==> src/pkg/port_a_pkg.sv <==
`default_nettype none

// Constants shared by the port A register file, decoder and pin stage.
package port_a_pkg;

    // APB address width and data width.
    localparam int ADDR_W = 20;
    localparam int DATA_W = 32;

    // Register indices as printed; the byte address is four times the index.
    localparam logic [15:0] DIR_INDEX   = 16'hffd1;
    localparam logic [15:0] LATCH_INDEX = 16'hffd3;
    localparam logic [ADDR_W-1:0] DIR_ADDR   = {2'h0, DIR_INDEX, 2'h0};
    localparam logic [ADDR_W-1:0] LATCH_ADDR = {2'h0, LATCH_INDEX, 2'h0};

    // Reset and read values.
    localparam logic [7:0] DIR_RST_NORMAL = 8'h00;
    localparam logic [7:0] DIR_RST_MODE3  = 8'h80;
    localparam logic [7:0] LATCH_RST      = 8'h00;
    localparam logic [7:0] DIR_READ_VALUE = 8'hff;
    localparam logic [31:0] UNMAPPED_READ = 32'h0000_0000;

    // Operating mode code that turns pin 7 into an address output.
    localparam logic [2:0] MODE_ADDR_PIN7 = 3'h3;

    // Position of pin 7 inside the port byte.
    localparam int PIN7_POS = 7;

    // Forced direction mask for pin 7 in the address mode.
    localparam logic [7:0] PIN7_MASK = 8'h80;

endpackage : port_a_pkg

`default_nettype wire

==> src/hdl/port_a_io_port.sv <==
// What this block does
// [RL1] A pin drives out when its direction bit is 1, else it is input.
// [RL2] In mode 3 pin 7 direction stays 1 and pin 7 outputs address.
// [RL3] Direction register is write-only and always reads back all ones.
// [RL4] Reset or hardware standby loads direction 0x00, or 0x80 in mode 3.
// [RL5] Software standby keeps direction; output pins keep driving.
// [RL6] Data latch clears on reset and hardware standby, holds in software standby.
// [RL7] Port read gives latch bit for outputs and pin level for inputs.
// [RL8] Enabled next-data bits ignore CPU writes and take buffer transfers only.
// [RL9] Latch supplies the pattern output values of groups 0 and 1.
// [RL10] Software sets direction bits for pins used as pattern outputs.
`timescale 1ns/1ps
`default_nettype none

module port_a_io_port (
    // Clock and reset.
    input  wire logic                          pclk,
    input  wire logic                          presetn,
    // APB slave.
    input  wire logic                          psel,
    input  wire logic                          penable,
    input  wire logic                          pwrite,
    input  wire logic [port_a_pkg::ADDR_W-1:0] paddr,
    input  wire logic [port_a_pkg::DATA_W-1:0] pwdata,
    output logic      [port_a_pkg::DATA_W-1:0] prdata,
    output logic                               pready,
    output logic                               pslverr,
    // Operating mode strap and standby controls.
    input  wire logic [2:0]                    mode,
    input  wire logic                          hw_standby,
    input  wire logic                          sw_standby,
    // Timing pattern unit transfer.
    input  wire logic [7:0]                    next_data_enable_a,
    input  wire logic [7:0]                    next_data_buffer_a,
    input  wire logic                          next_data_load,
    // Address bit for pin 7 in address mode.
    input  wire logic                          address_a20,
    // Port pins.
    input  wire logic [7:0]                    pin_in,
    output logic      [7:0]                    pin_out,
    output logic      [7:0]                    pin_oe
);

    typedef enum logic {
        BOOT_LOAD,
        BOOT_RUN
    } boot_e;

    typedef struct packed {
        boot_e                         boot;
        logic                          addr_mode;
        logic [7:0]                    dir;
        logic [7:0]                    latch;
        logic                          ready;
        logic                          err;
        logic [port_a_pkg::DATA_W-1:0] rdata;
    } state_s;

    state_s st_q;
    state_s st_d;

    logic       setup;
    logic       commit;
    logic       hit_dir;
    logic       hit_latch;
    logic       wr_dir;
    logic       wr_latch;
    logic [7:0] dir_eff;

    // Direction reset value for a given mode.
    function automatic logic [7:0] dir_init(input logic addr_mode_f);
        dir_init = addr_mode_f ? port_a_pkg::DIR_RST_MODE3
                               : port_a_pkg::DIR_RST_NORMAL;
    endfunction

    // Per-bit port read: latch for outputs, pin level for inputs.
    function automatic logic [7:0] port_read(input logic [7:0] dir_f,
                                             input logic [7:0] latch_f,
                                             input logic [7:0] pins_f);
        port_read = (latch_f & dir_f) | (pins_f & ~dir_f);
    endfunction

    // Address decode and commit strobes.
    port_a_bus_decode u_decode (
        .pclk      (pclk),
        .presetn   (presetn),
        .paddr     (paddr),
        .psel      (psel),
        .penable   (penable),
        .pwrite    (pwrite),
        .pready_q  (st_q.ready),
        .setup     (setup),
        .commit    (commit),
        .hit_dir   (hit_dir),
        .hit_latch (hit_latch),
        .wr_dir    (wr_dir),
        .wr_latch  (wr_latch)
    );

    // Pin 7 effective direction is always 1 in address mode; hardware standby still releases the pin.
    always_comb begin
        dir_eff = st_q.dir;
        if (st_q.addr_mode) begin
            dir_eff = st_q.dir | port_a_pkg::PIN7_MASK; // RL2
        end
    end

    // Next-state logic for the whole port.
    always_comb begin
        st_d = st_q;

        // Bus answer: pready rises the cycle after setup, for one cycle.
        st_d.ready = setup && !st_q.ready;
        st_d.err   = setup && !st_q.ready && !(hit_dir || hit_latch);
        if (setup && !st_q.ready) begin
            if (hit_dir) begin
                st_d.rdata = {24'h000000, port_a_pkg::DIR_READ_VALUE}; // RL3
            end else if (hit_latch) begin
                st_d.rdata = {24'h000000,
                              port_read(dir_eff, st_q.latch, pin_in)}; // RL7
            end else begin
                st_d.rdata = port_a_pkg::UNMAPPED_READ;
            end
        end

        unique case (st_q.boot)
            BOOT_LOAD: begin
                // Catch the mode strap once after reset release.
                st_d.addr_mode = (mode == port_a_pkg::MODE_ADDR_PIN7);
                st_d.dir       = dir_init(mode == port_a_pkg::MODE_ADDR_PIN7); // RL4
                st_d.latch     = port_a_pkg::LATCH_RST; // RL6
                st_d.boot      = BOOT_RUN;
            end
            BOOT_RUN: begin
                if (hw_standby) begin
                    st_d.dir   = dir_init(st_q.addr_mode); // RL4
                    st_d.latch = port_a_pkg::LATCH_RST; // RL6
                end else begin
                    // Software standby changes nothing by itself.
                    if (wr_dir) begin
                        st_d.dir = pwdata[7:0]; // RL1
                    end
                    if (wr_latch) begin
                        st_d.latch = (pwdata[7:0] & ~next_data_enable_a)
                                   | (st_q.latch & next_data_enable_a); // RL8
                    end
                    if (next_data_load) begin
                        st_d.latch = (st_d.latch & ~next_data_enable_a)
                                   | (next_data_buffer_a & next_data_enable_a); // RL8
                    end
                end
                if (st_d.addr_mode) begin
                    st_d.dir[port_a_pkg::PIN7_POS] = 1'b1; // RL2
                end
            end
        endcase
    end

    // State register.
    always_ff @(posedge pclk or negedge presetn) begin
        if (!presetn) begin
            st_q.boot      <= BOOT_LOAD;
            st_q.addr_mode <= 1'b0;
            st_q.dir       <= port_a_pkg::DIR_RST_NORMAL;
            st_q.latch     <= port_a_pkg::LATCH_RST;
            st_q.ready     <= 1'b0;
            st_q.err       <= 1'b0;
            st_q.rdata     <= port_a_pkg::UNMAPPED_READ;
        end else begin
            st_q <= st_d;
        end
    end

    assign prdata  = st_q.rdata;
    assign pready  = st_q.ready;
    assign pslverr = st_q.err;

    // Registered pin drive; the latch feeds pattern outputs directly.
    port_a_pin_stage u_pins (
        .pclk        (pclk),
        .presetn     (presetn),
        .dir_eff     (dir_eff),
        .latch       (st_q.latch), // RL9
        .addr_mode   (st_q.addr_mode),
        .address_a20 (address_a20),
        .hw_standby  (hw_standby),
        .pin_out     (pin_out),
        .pin_oe      (pin_oe)
    ); // RL5
endmodule // port_a_io_port

`default_nettype wire

==> src/hdl/port_a_bus_decode.sv <==
`timescale 1ns/1ps
`default_nettype none

module port_a_bus_decode (
    // Clock and reset for the checks below.
    input  wire logic                          pclk,
    input  wire logic                          presetn,
    // APB request.
    input  wire logic [port_a_pkg::ADDR_W-1:0] paddr,
    input  wire logic                          psel,
    input  wire logic                          penable,
    input  wire logic                          pwrite,
    input  wire logic                          pready_q,
    // Decoded strobes.
    output logic                               setup,
    output logic                               commit,
    output logic                               hit_dir,
    output logic                               hit_latch,
    output logic                               wr_dir,
    output logic                               wr_latch
);

    // Address match against the two word addresses.
    always_comb begin
        hit_dir   = (paddr == port_a_pkg::DIR_ADDR);
        hit_latch = (paddr == port_a_pkg::LATCH_ADDR);
    end

    // A request is taken in setup and committed when pready is seen high.
    always_comb begin
        setup    = psel && !penable;
        commit   = psel && penable && pready_q;
        wr_dir   = commit && pwrite && hit_dir;
        wr_latch = commit && pwrite && hit_latch;
    end
endmodule // port_a_bus_decode

`default_nettype wire

==> src/hdl/port_a_pin_stage.sv <==
`timescale 1ns/1ps
`default_nettype none

module port_a_pin_stage (
    // Clock and reset.
    input  wire logic       pclk,
    input  wire logic       presetn,
    // Sources for the pins.
    input  wire logic [7:0] dir_eff,
    input  wire logic [7:0] latch,
    input  wire logic       addr_mode,
    input  wire logic       address_a20,
    input  wire logic       hw_standby,
    // Registered pin drive.
    output logic      [7:0] pin_out,
    output logic      [7:0] pin_oe
);

    typedef struct packed {
        logic [7:0] out;
        logic [7:0] oe;
    } pin_s;

    pin_s st_q;
    pin_s st_d;

    // Latch bits drive the pins; pin 7 carries the address in address mode.
    always_comb begin
        st_d.out = latch;
        st_d.oe  = hw_standby ? 8'h00 : dir_eff;
        if (addr_mode) begin
            st_d.out[port_a_pkg::PIN7_POS] = address_a20;
        end
    end

    // Pin drive registers.
    always_ff @(posedge pclk or negedge presetn) begin
        if (!presetn) begin
            st_q <= '0;
        end else begin
            st_q <= st_d;
        end
    end

    assign pin_out = st_q.out;
    assign pin_oe  = st_q.oe;
endmodule // port_a_pin_stage

`default_nettype wire

==> config.mk <==
export PLATFORM = sky130hd
export DESIGN_NAME = port_a_io_port
export DESIGN_NICKNAME = d
export VERILOG_FILES = /design/src/pkg/port_a_pkg.sv /design/src/hdl/port_a_io_port.sv /design/src/hdl/port_a_bus_decode.sv /design/src/hdl/port_a_pin_stage.sv
export SDC_FILE = /design/constraint.sdc
export NUM_CORES = 1
export LEC_CHECK = 0
export BUFFER_PORTS_ARGS = -buffer_cell sky130_fd_sc_hd__buf_2
export CAP_MARGIN = 20
export CORE_MARGIN = 5
export CORE_UTILIZATION = 46
export DETAILED_ROUTE_END_ITERATION = 7
export PLACE_DENSITY_LB_ADDON = 0.12
export SETUP_SLACK_MARGIN = 0.5
export SYNTH_ARGS = -nofsm -noshare
export SYNTH_HDL_FRONTEND = slang
export SYNTH_HIERARCHICAL = 1
export SYNTH_SLANG_ARGS = --single-unit
==> constraint.sdc <==
create_clock -name pclk -period 5.4 [get_ports pclk]
set_clock_uncertainty 0.15 [all_clocks]
set_input_delay 0.54 -clock pclk [delete_from_list [all_inputs] [get_ports pclk]]
set_output_delay 0.54 -clock pclk [all_outputs]
set_load 0.02 [all_outputs]
# Word level (Yosys, flattened, before mapping)
# Cells that the tools add are included.
# totals
in_bits	88
wordCells	54
reg_bits	68
# classes
n_bitwise	12
muxes	15
reduce_logical	12
n_eq_ne	5
# ops
operator	count
$mux W8	11
$and A8 B8 Y8	6
$eq A20 B18 Y1 const B	2
$pmux W16 S2	1
$or A8 B8 Y8	3
$mux W16	1
$not A8 Y8	2
$logic_and A1 B1 Y1	8
$ne A4 B3 Y1 const B	1
$eq A3 B2 Y1 const B	1
$logic_not A1 Y1	3
$ne A3 B2 Y1 const B	1
$mux W1	2
$logic_or A1 B1 Y1	1
$not A1 Y1	1

# Longest topological paths before layout
# Gate-level depths: netlist of run 1.
# depth
depth_word	13
ltp_mapped	7

# Hierarchy
# The synthesis of run 1 kept the hierarchy.
# modules_own_cells
mod	area_per_inst_um2	cells_each	instances
port_a_io_port	1635.3	168	1
port_a_pin_stage	465.4	25	1
port_a_bus_decode	127.6	16	1

# Worst setup path before layout of run 1
# OpenSTA, ideal clock, no wires.
# synth_path
path_type	input-to-reg
start	input port paddr[19] (netlist bit)
end	register, netlist name st_q[41]
stages	6
slack_ns	3.368
required_ns	5.163
arrival_time_ns	1.795
path_cell_list	nand4b_4 > or3b_1 > nor2_1 > and2b_1 > a211oi_2 > a211oi_2
# synth_lines
element	line	rtl
from (decl)	port_a_io_port.sv:23	input wire logic [port_a_pkg::ADDR_W-1:0] paddr,

==> results of run 1 <==
sequential cells by signal, indices dropped and copies added (netlist names):
name / cells
u_pins/pin_out: 8
pready: 1
u_pins/pin_oe: 8
st_q: 18
pslverr: 1
prdata: 8
layer usage:
metal / track usage / share of wire
met5: 0 / 0
met4: 0.0464 / 0.010
met3: 0.0508 / 0.078
met2: 0.264 / 0.49
met1: 0.218 / 0.42
repair_timing:
action	CTS	global route
gates resized for setup	0	0
setup endpoints to repair	0	0
endpoints found under the hold margin	0	10
hold buffers	0	1
kinds of logic after synthesis:
group                  Yosys count  share of synthesized area
AO/OA/AOI/OAI                   27                      0.106
buffers and inverters           47                      0.139
flip-flops                      44                      0.494
multiplexers                    15                     0.0736
other                            2                    0.00337
AND/OR/NAND/NOR                 74                      0.184
path summary, 6_finish.rpt:
path | slack [ns] | start | endpoint | cells past startpoint
min in group asynchronous | 0.50 | presetn | pslverr | 2
min | 0.25 | st_q[39] | u_pins/pin_out[5] | 0
min reg2reg | 0.25 | st_q[39] | u_pins/pin_out[5] | 0
max in group asynchronous | 4.14 | presetn | prdata[2] | 3
max reg2reg | 3.16 | pready | st_q[41] | 6
max | 3.12 | paddr[1] | st_q[41] | 7
report_power, final:
| group | switching, mW | total [mW] | internal (mW) |
|---|---|---|---|
| Sequential | 0.00819 | 0.353 | 0.345 |
| Combinational | 0.0724 | 0.115 | 0.0431 |
| Clock | 0.114 | 0.251 | 0.137 |
through the flow:
stage	hold WS [ns]	util
CTS	0.251	0.569
detailed placement	0.233	0.546
global placement	0.232	0.546
finish	0.249	0.576
floorplan	0.0944	-
global route	0.264	0.576
cells in the final DEF (no fill, tap or decap), types with 2 or more instances in the layout:
cell | netlist | layout
buf_2 | 1 | 88
dfrtp_1 | 44 | 44
conb_1 | 2 | 25
nor2_1 | 21 | 21
nand2_1 | 17 | 17
inv_1 | 10 | 10
nand2b_1 | 9 | 9
a31oi_1 | 8 | 8
nor2b_1 | 8 | 8
o221ai_2 | 7 | 7
mux2i_1 | 7 | 7
mux2_1 | 7 | 7
a21oi_1 | 7 | 7
clkbuf_8 | 0 | 5
and4b_1 | 3 | 3
and2b_1 | 2 | 2
a211oi_2 | 2 | 2
nand3b_1 | 2 | 2
nand3_1 | 2 | 2
nand4_1 | 2 | 2
layout make-up:
type / count / area, um2
well taps: 67 / 83.8
fillers: 442 / 2000
inverters: 11 / 41.3
flip-flops and latches: 44 / 1100
multi-input cells: 141 / 903
clock buffers: 5 / 68.8
repair buffers: 91 / 478
clock inverters: 3 / 42.5
worst register-to-register path, stage by stage, from the launching register on:
cell and delay (ns):
dfrtp_1 0.37, and3_1 0.16, or3b_1 0.37, nor2_1 0.60, and2b_1 0.27, a211oi_2 0.06
a211oi_2 0.19
==> metrics.md, run 1 <==
| Metric | Value |
|---|---|
| Post-route cell area | `2720 um2` |
| CP bufs+invs | `1` |
| Yosys warns | `6` |
| Num Clock Sinks | `44` |
| Cell Chain, Critical Path | `buf_2 > nor4b_1 > nand4_1 > nor2_1 > and2b_1 > a211oi_2 > a211oi_2` |
| Vias | `1678` |
| FF+latch count, synth | `44` |
| Final Hold Fails | `0` |
| Placer Congestion | `0.713` |
| Worst-Skew Late Latency | `0.30 ns` |
| Most used DFF post-synth | `dfrtp_1` |
| RSZ-0062 raised after global routing | `false` |
| Max-cap viol count | `0` |
| Core area | `4720 um2` |
| Req. time, crit path | `5.46 ns` |
| Initial antenna violation count | `0` |
| GRT overflow | `0` |
| Rows | `25` |
| Placed Area | `roughly 2600 um2` |
| Period utilisation layout | `0.423` |
| Synth cell count leaders | `dfrtp_1 (44), buf_4 (33), nor2_1 (21)` |
| Total Routed Length | `5.07 mm` |
| Die outline area | `6340 um2` |
| Num CTS Buffers | `5` |
| Hold Path Class | `reg -> reg` |
| Slowest cell on crit path | `nor2_1` |
| Post-route insts no fill | `362` |
| Root buf cell | `clkbuf_8` |
| DRC viols | `0` |
| Netlist cell types | `35` |
| Wire per inst | `around 14 um` |
| Arr. time, crit path | `2.34 ns` |
| Crit-path leading delay family | `simple AND/OR/NAND/NOR gates` |
| Count of buffers from port buffering | `88` |
| Fin. max-slew vios | `0` |
| Pwr/cell area | `265 nW/um2` |
| GRT Total Usage | `0.166` |
| Ant. Diodes | `0` |
| Post-synth ARST share | `1.00` |
| Slew HR | `0.466` |
| Tot Pwr | `0.720 mW` |
| CTS clk-pin slew, worst paths | `0.08 ns` |
| Die W | `a little under 80 um` |
| Placed cell count | `~350` |
| Fmax | `between 400 and 500 MHz` |
| Final setup vio count | `0` |
| CP max FO | `8` |
| Area Overhead vs Synth | `22.0%` |
| Synthesized instance count | `209` |
| Number of flops mapped to enable cells by yosys | `0` |
| Outcome | `complete, no violations` |
| Remaining antenna violation count | `0` |
| Vias per cell | `4.64` |
| Most used cell, CP | `a211oi_2` |
| Area leader, netlist | `dfrtp_1` |
| Sequential-to-total area share from yosys stat | `0.494` |
| Avg Cell Area, Syn | `10.7 um2` |
| Critical Path Start Type | `input port` |
| Vias in the first global route | `1594` |
| Slew @ Worst Pin | `between 0.7 and 0.8 ns` |
| Maximum VDD drop | `0.000107 V` |
| CTS tree | `built` |
| DIE HEIGHT | `79.6 um` |
| Crit path time final | `2.28 ns` |
| Leak | `1.37 nW` |
| Fin worst setup slack | `about 3.1 ns` |
| First-pass GRT wire length | `around 8 mm` |
| Slowest stage delay, CP | `between 0.6 and 0.7 ns` |
| H-tree levels | `2` |
| Top cells by area, synth | `dfrtp_1 (49%), buf_4 (11%), o221ai_2 (4.7%)` |
| Share of layout cells above drive strength 1 | `0.380` |
| CP Class | `in -> reg` |
| First-pass DRT Iterations | `4` |
| Setup bufs post-CTS | `0` |
| DP HPWL | `~3.7 mm` |
| I/O pin count | `138` |
| Clock buffer depth | `2` |
| Count leader, synth | `dfrtp_1` |
| Mapped cell area | `between 2000 and 2500 um2` |
| Final nets | `~380` |
| Largest net degree at the start of global routing | `45` |
| Starting Density | `0.472` |
| Fin Setup TNS | `0 ns` |
| Nature of the critical path endpoint | `flop` |
| Yosys top cell area share | `0.494` |
| Pre-CTS setup slack | `around 2.8 ns` |
| DRT iter0 DRCs | `46` |
No activity file was read; power rests on OpenSTA's default activity.
==> run 2: changes to the inputs <==
- ABC_AREA: not set -> 1
- CORE_UTILIZATION: 46 -> 39
- clock period: 5.4 -> 2 ns (I/O delays scaled with it)
==> metrics.md, run 2 <==
| Metric | Value |
|---|---|
| Fin Setup TNS | `0 ns (unchanged)` |
| Vias | `1930 (was 1678)` |
| Reg area | `1100 um2 (about the same)` |
| Multi-input gate area | `885 um2 (was 903 um2)` |
| Fin worst setup slack | `0.499 ns (was 3.12 ns)` |
| Yosys warns | `6 (unchanged)` |
| Req. time, crit path | `2.02 ns (was 5.46 ns)` |
| Worst R2R Setup Slack | `0.50 ns (was 3.16 ns)` |
| Most used DFF post-synth | `dfrtp_1 (unchanged)` |
| Rows | `28 (was 25)` |
| Num CTS Buffers | `5 (unchanged)` |
| Number of fill cells | `590 (was 442)` |
| DRC viols | `0 (unchanged)` |
| Comb power frac | `0.170 (was 0.160)` |
| Worst Hold Depth | `3 (was 0)` |
| CP Class | `reg -> reg (was in -> reg)` |
| Num Clock Sinks | `44 (unchanged)` |
| Starting Density | `0.394 (was 0.472)` |
| Area leader, netlist | `dfrtp_1 (unchanged)` |
| Commonest non-fill, non-tap cells in the layout | `buf_2 (88), nor2_1 (49), dfrtp_1 (43), nand2_1 (41), inv_1 (33) (was buf_2 (88), dfrtp_1 (44), conb_1 (25), nor2_1 (21), nand2_1 (17))` |
| Pre-CTS setup slack | `0.299 ns (was 2.77 ns)` |
| Slew @ Worst Pin | `0.616 ns (was 0.798 ns)` |
| Max-cap viol count | `0 (unchanged)` |
| Post-synth ARST share | `1.00 (unchanged)` |
| CTS tree | `built (unchanged)` |
| Nature of the critical path endpoint | `flop (unchanged)` |
| RSZ-0062 raised after global routing | `true (was false)` |
| Slowest stage delay, CP | `0.40 ns (was 0.63 ns)` |
| Count leader, synth | `nor2_1 (was dfrtp_1)` |
| Gr busiest metal | `met2 (unchanged)` |
| Xor/xnor share of the synthesized area | `0 (unchanged)` |
| CP max FO | `3 (was 8)` |
| Mapped cell area | `2290 um2 (was 2230 um2)` |
| Critical Path Start Type | `flop (was input port)` |
| Most common cell after layout, fill and taps aside | `buf_2 (unchanged)` |
| Fmax | `666 MHz` |
| Cell Chain, Critical Path | `and3_4 > nand2_2 > nor2_4 > buf_4 > buf_4 > nand3b_1 > nand3_1 > a21oi_1 (was buf_2 > nor4b_1 > nand4_1 > nor2_1 > and2b_1 > a211oi_2 > a211oi_2)` |
| Most used cell, CP | `buf_4 (was a211oi_2)` |
| FF+latch count, synth | `44 (unchanged)` |
| Clock buffer depth | `2 (unchanged)` |
| Largest Register | `st_q (unchanged)` |
| GRT overflow | `0 (unchanged)` |
| Max reg flops | `18 (unchanged)` |
| Crit. Startpoint | `pready (was paddr[1])` |
| Fin. max-slew vios | `0 (unchanged)` |
| Synth Area in Adders | `0 (unchanged)` |
| Number of flops mapped to enable cells by yosys | `0 (unchanged)` |
| Largest net degree at the start of global routing | `28 (was 45)` |
| Leak | `1.54 nW (was 1.37 nW)` |
| Area Overhead vs Synth | `22.7% (was 22.0%)` |
| Count of buffers from port buffering | `88 (unchanged)` |
| Avg Cell Area, Syn | `8.19 um2 (was 10.7 um2)` |
| Largest family of logic cells by synthesized area | `simple AND/OR/NAND/NOR gates (unchanged)` |
| Routing usage on met2 | `0.244 (was 0.264)` |
| FF-to-FF Start | `pready (unchanged)` |
| Net Switching | `0.506 mW (was 0.195 mW)` |
| Netlist cell types | `22 (was 35)` |
| Ant. Diodes | `0 (unchanged)` |
| Hold Path Class | `in -> reg (was reg -> reg)` |
| Power Internal | `1.35 mW (was 0.525 mW)` |
| Post-synthesis compound-gate area fraction | `0.0906 (was 0.106)` |
| Slew HR | `0.589 (was 0.466)` |
| Worst-Skew Late Latency | `0.28 ns (was 0.30 ns)` |
| Share of layout cells above drive strength 1 | `0.323 (was 0.380)` |
| Die outline area | `7510 um2 (was 6340 um2)` |
| Crit-path leading delay family | `simple AND/OR/NAND/NOR gates (unchanged)` |
| DRT iter0 DRCs | `61 (was 46)` |
| Crit path time final | `1.50 ns` |
| Die W | `86.7 um (was 79.6 um)` |
| Arr. time, crit path | `1.52 ns (was 2.34 ns)` |
| Clock share of power | `0.315 (was 0.349)` |
| Met3 usage | `0.0323 (was 0.0508)` |
| Final Hold Fails | `0 (unchanged)` |
| Vias in the first global route | `1887 (was 1594)` |
| DIE HEIGHT | `86.7 um (was 79.6 um)` |
| Placer Congestion | `0.756 (was 0.713)` |
| Total Routed Length | `5.34 mm (was 5.07 mm)` |
| Hold endpoint | `st_q[50] (was u_pins/pin_out[5])` |
| Wire per inst | `12.1 um (was 14.0 um)` |
| Sequential-to-total area share from yosys stat | `0.480 (was 0.494)` |
| Synth Area in Simple Gates | `0.244 (was 0.184)` |
| Vias per cell | `4.36 (was 4.64)` |
| Post-route insts no fill | `443 (was 362)` |
| Root buf cell | `clkbuf_8 (unchanged)` |
| First-pass DRT Iterations | `4 (unchanged)` |
| Period utilisation layout | `0.750` |
| Outcome | `complete, no violations (unchanged)` |
| Maximum VDD drop | `0.000310 V (was 0.000107 V)` |
| CP bufs+invs | `2 (was 1)` |
| Met1 Usage GRT | `0.184 (was 0.218)` |
| Final nets | `456 (was 382)` |
| Synthesized instance count | `280 (was 209)` |
| Post-synthesis mux area share | `0 (was 0.0736)` |
| H-tree levels | `2 (unchanged)` |
| Yosys top cell area share | `0.480 (was 0.494)` |
| Pwr/cell area | `661 nW/um2 (was 265 nW/um2)` |
| Slowest cell on crit path | `dfrtp_2 (was nor2_1)` |
| Final setup vio count | `0 (unchanged)` |
| R2R Path End | `st_q[41] (unchanged)` |
| Share of power burned in registers | `0.515 (was 0.490)` |
| CTS clk-pin slew, worst paths | `0.08 ns (about the same)` |
| R2r worst-path depth | `8 (was 6)` |
| DP HPWL | `4.19 mm (was 3.70 mm)` |
| Remaining antenna violation count | `0 (unchanged)` |
| Synth cell count leaders | `nor2_1 (51), dfrtp_1 (44), nand2_1 (42) (was dfrtp_1 (44), buf_4 (33), nor2_1 (21))` |
| GRT Total Usage | `0.144 (was 0.166)` |
| Top cells by area, synth | `dfrtp_1 (48%), buf_4 (10%), nor2_1 (8.3%) (was dfrtp_1 (49%), buf_4 (11%), o221ai_2 (4.7%))` |
| First-pass GRT wire length | `8.44 mm (was 7.92 mm)` |
| Switch share | `0.272 (was 0.271)` |
| Initial antenna violation count | `0 (unchanged)` |
| Placed cell count | `432 (was 352)` |
| I/O pin count | `138 (unchanged)` |
| Core area | `5820 um2 (was 4720 um2)` |
| Hold_sp | `mode[0] (was st_q[39])` |
[run 2: changes by cell type in the layout (fill, tap and decap cells not counted), sizes merged, moves of 8 or more]
| cell | delta |
|---|---|
| nor2 | +34 |
| nand2 | +26 |
| inv | +25 |
| o21ai | +20 |
| nand3 | +11 |
| nand2b | -9 |
| a31oi | -8 |
| mux2 | -8 |
[run 2: cells by family (layout without fill, tap and decap cells)]
logic type,Yosys count,after routing
buffers and inverters,73,138
and+or+nand+nor,123,123
AOI/OAI and AO/OA,38,38
DFF,44,44
other,2,25
[run 2: metrics by stage]
step	total power [mW]	utilization	hold WS, ns	cell area [um2]
3_5_place_dp	1.29	0.457	0.0969	2660
2_1_floorplan	1.22	-	-0.246	2380
6_report	1.86	0.484	0.0160	2820
3_3_place_gp	1.28	0.457	0.0909	2660
4_1_cts	1.88	0.480	0.00654	2790
5_1_grt	1.96	0.484	0.0108	2820
[run 2: how the worst max path moves through the flow]
stage / depth (start not counted) / slack, ns / endpoint
after floorplan: 8 / 0.46 / st_q[38]
after global placement: 10 / 0.33 / st_q[39]
after detailed placement: 10 / 0.30 / st_q[39]
after CTS: 7 / 0.51 / st_q[39]
after global routing: 8 / 0.40 / st_q[34]
final: 8 / 0.50 / st_q[41]
[run 2: final cells by class]
type                            instances  share of cell area
Sequential cell                        44               0.392
Multi-Input combinational cell        186               0.314
Timing Repair Buffer                   95               0.177
Inverter                               36              0.0498
Clock buffer                            7              0.0342
Tap cell                               75              0.0333
[run 2: repair_timing]
action / 4_1_cts / 5_1_grt
hold buffers: 2 / 0
pin swaps: 1 / 1
setup endpoints to repair: 7 / 14
resized for setup: 4 / 5
endpoints found under the hold margin: 26 / 0
setup buffers: 1 / 1
[run 2: worst register-to-register path, delay by kind of cell (launching register included)]
kind / cells / cell delay [ns]
compound gates: 1 / 0.04
buf+inv: 2 / 0.24
flops: 1 / 0.40
simple gates: 5 / 0.57
[run 2: routing by layer]
metal	vias up	part of all wire
met5	-	0
met4	0	0.0071
met3	2	0.070
met2	66	0.48
met1	877	0.44
li1	985	-
[run 2: power by group through the flow]
stage	registers, mW	logic, mW	clock network [mW]
floorplan	0.983	0.236	0
global placement	0.974	0.310	0
detailed placement	0.977	0.313	0
CTS	0.959	0.318	0.604
global route	0.964	0.354	0.643
finish	0.959	0.316	0.585
==> run 3: changes to the inputs <==
- clock period: 2 -> 1.3 ns (I/O delays scaled with it)
==> metrics.md, run 3 (same netlist as run 2, synthesis figures left out) <==
| Metric | Value |
|---|---|
| Outcome | `finished, violations left (was complete, no violations)` |
| Failing checks | `hold timing, setup timing` |
| Count of buffers from port buffering | `88 (unchanged)` |
| Die outline area | `7510 um2 (unchanged)` |
| Vias in the first global route | `1893 (was 1887)` |
| DIE HEIGHT | `86.7 um (unchanged)` |
| I/O pin count | `138 (unchanged)` |
| Number of fill cells | `563 (was 590)` |
| Placed cell count | `436 (was 432)` |
| Switch share | `0.279 (was 0.272)` |
| First-pass DRT Iterations | `4 (unchanged)` |
| Slowest stage delay, CP | `0.40 ns (about the same)` |
| Cts-stage hold buffer count | `1 (was 2)` |
| Cell Chain, Critical Path | `buf_4 > buf_6 > buf_6 > nor2_4 > inv_2 > buf_4 > buf_4 > nor3_2 (was and3_4 > nand2_2 > nor2_4 > buf_4 > buf_4 > nand3b_1 > nand3_1 > a21oi_1)` |
| Net Switching | `0.842 mW (was 0.506 mW)` |
| Fin Setup TNS | `-2.25 ns (was 0 ns)` |
| Critical Path Start Type | `flop (unchanged)` |
| Clock share of power | `0.292 (was 0.315)` |
| GRT Total Usage | `0.145 (was 0.144)` |
| Routed wl met3 | `432 um (was 376 um)` |
| Pwr/cell area | `945 nW/um2 (was 661 nW/um2)` |
| Largest net degree at the start of global routing | `45 (was 28)` |
| Pre-CTS setup slack | `-0.287 ns (was 0.299 ns)` |
| CTS clk-pin slew, worst paths | `0.07 ns (was 0.08 ns)` |
| CTS tree | `built (unchanged)` |
| Initial antenna violation count | `0 (unchanged)` |
| Final Util | `0.549 (was 0.484)` |
| Post-route insts no fill | `460 (was 443)` |
| Comb power frac | `0.217 (was 0.170)` |
| Maximum VDD drop | `0.000458 V (was 0.000310 V)` |
| Fmax | `695 MHz (was 666 MHz)` |
| DP HPWL | `4.04 mm (was 4.19 mm)` |
| Placer Congestion | `0.797 (was 0.756)` |
| Wire per inst | `11.7 um (was 12.1 um)` |
| Share of layout cells above drive strength 1 | `0.403 (was 0.323)` |
| Vias | `1971 (was 1930)` |
| Largest Register | `st_q (unchanged)` |
| Power Internal | `2.18 mW (was 1.35 mW)` |
| Core area | `5820 um2 (unchanged)` |
| Nature of the critical path endpoint | `flop (unchanged)` |
| First-pass GRT wire length | `8.49 mm (was 8.44 mm)` |
| CP max FO | `2 (was 3)` |
| Total Routed Length | `5.39 mm (was 5.34 mm)` |
| Routed met1 length | `2.24 mm (was 2.35 mm)` |
| H-tree levels | `2 (unchanged)` |
| Num CTS Buffers | `5 (unchanged)` |
| Die W | `86.7 um (unchanged)` |
| Root buf cell | `clkbuf_8 (unchanged)` |
| Remaining antenna violation count | `0 (unchanged)` |
| Final nets | `472 (was 456)` |
| Crit path time final | `1.44 ns (was 1.50 ns)` |
| Commonest non-fill, non-tap cells in the layout | `buf_2 (62), nor2_1 (48), dfrtp_1 (42), nand2_1 (38), buf_6 (30) (was buf_2 (88), nor2_1 (49), dfrtp_1 (43), nand2_1 (41), inv_1 (33))` |
| Starting Density | `0.394 (unchanged)` |
| Tot Pwr | `3.02 mW (was 1.86 mW)` |
| Hold Path Class | `in -> reg (unchanged)` |
| CP Class | `reg -> reg (unchanged)` |
| DRT iter0 DRCs | `49 (was 61)` |
| Worst-Skew Late Latency | `0.30 ns (was 0.28 ns)` |
| Area Overhead vs Synth | `39.3% (was 22.7%)` |
| Vias per cell | `4.28 (was 4.36)` |
| Final Hold Fails | `15 (was 0)` |
| DRC viols | `0 (unchanged)` |
| Arr. time, crit path | `1.51 ns (was 1.52 ns)` |
| Clock buffer depth | `2 (unchanged)` |
| Req. time, crit path | `1.37 ns (was 2.02 ns)` |
| Max reg flops | `18 (unchanged)` |
| Top routing layer in use | `met4 (unchanged)` |
| Met2 WL post-DR | `2.63 mm (was 2.58 mm)` |
| Rows | `28 (unchanged)` |
| RSZ-0062 raised after global routing | `true (unchanged)` |
| GRT overflow | `0 (unchanged)` |
| Fin. max-slew vios | `0 (unchanged)` |
| Share of power burned in registers | `0.491 (was 0.515)` |
| Leak | `1.67 nW (was 1.54 nW)` |
| Most common cell after layout, fill and taps aside | `buf_2 (unchanged)` |
| Max-cap viol count | `0 (unchanged)` |
| Slowest cell on crit path | `dfrtp_2 (unchanged)` |
| Period utilisation layout | `1.11 (was 0.750)` |
| Ant. Diodes | `0 (unchanged)` |
| Most used cell, CP | `buf_4 (unchanged)` |
| Num Clock Sinks | `44 (unchanged)` |
| Hold slack final | `-0.119 ns (was 0.0160 ns)` |
| Fin worst setup slack | `-0.139 ns (was 0.499 ns)` |
| Final setup vio count | `26 (was 0)` |
==> run 3: final cells by class <==
class / count / area (um2) / area share
Inverter: 36 / 138 / 0.0431
Timing Repair Buffer: 111 / 831 / 0.260
Sequential cell: 44 / 1100 / 0.345
Tap cell: 75 / 93.8 / 0.0294
Multi-Input combinational cell: 186 / 936 / 0.293
Clock buffer: 7 / 86.3 / 0.0270
Clock inverter: 1 / 7.51 / 0.00235
==> run 3: power groups by stage <==
stage / clock network [mW] / logic, mW / registers, mW
3_5_place_dp: 0 / 0.499 / 1.50
5_1_grt: 0.981 / 0.714 / 1.49
4_1_cts: 0.911 / 0.619 / 1.48
2_1_floorplan: 0 / 0.363 / 1.51
6_report: 0.882 / 0.656 / 1.48
3_3_place_gp: 0 / 0.495 / 1.50
==> run 3: worst max-delay path: cells and delay by family (launching register included) <==
kind	cells	cell delay, ns
buf+inv	6	0.64
flops	1	0.40
simple gates	2	0.17
==> run 3: worst paths after layout <==
check	start	end	slack, ns	cells after the start
setup / recovery	pready	pslverr	-0.14	8
hold / removal	address_a20	u_pins/pin_out[7]	-0.12	3
setup reg to reg	pready	pslverr	-0.14	8
hold reg to reg	st_q[35]	u_pins/pin_out[1]	0.26	0
max in group asynchronous	presetn	st_q[50]	0.60	3
min in group asynchronous	presetn	st_q[48]	0.18	3
==> run 3: what timing repair did <==
item	in CTS	in global routing
hold endpoints to repair	65	13
setup buffers	9	5
gates cloned	0	1
pin swaps	5	3
gates resized for setup	70	16
setup endpoints to repair	55	62
==> run 3: per-stage QoR <==
step,hold slack (ns),area (um2)
after global routing,-0.114,3200
final,-0.119,3200
after global placement,-0.0229,2710
after floorplan,-0.316,2380
after detailed placement,-0.0226,2710
after CTS,-0.126,3100
==> run 3: routing by layer <==
metal / global-route usage / up-vias
li1: - / 1016
met3: 0.0409 / 6
met5: 0 / -
met2: 0.246 / 66
met1: 0.175 / 883
met4: 0.0552 / 0
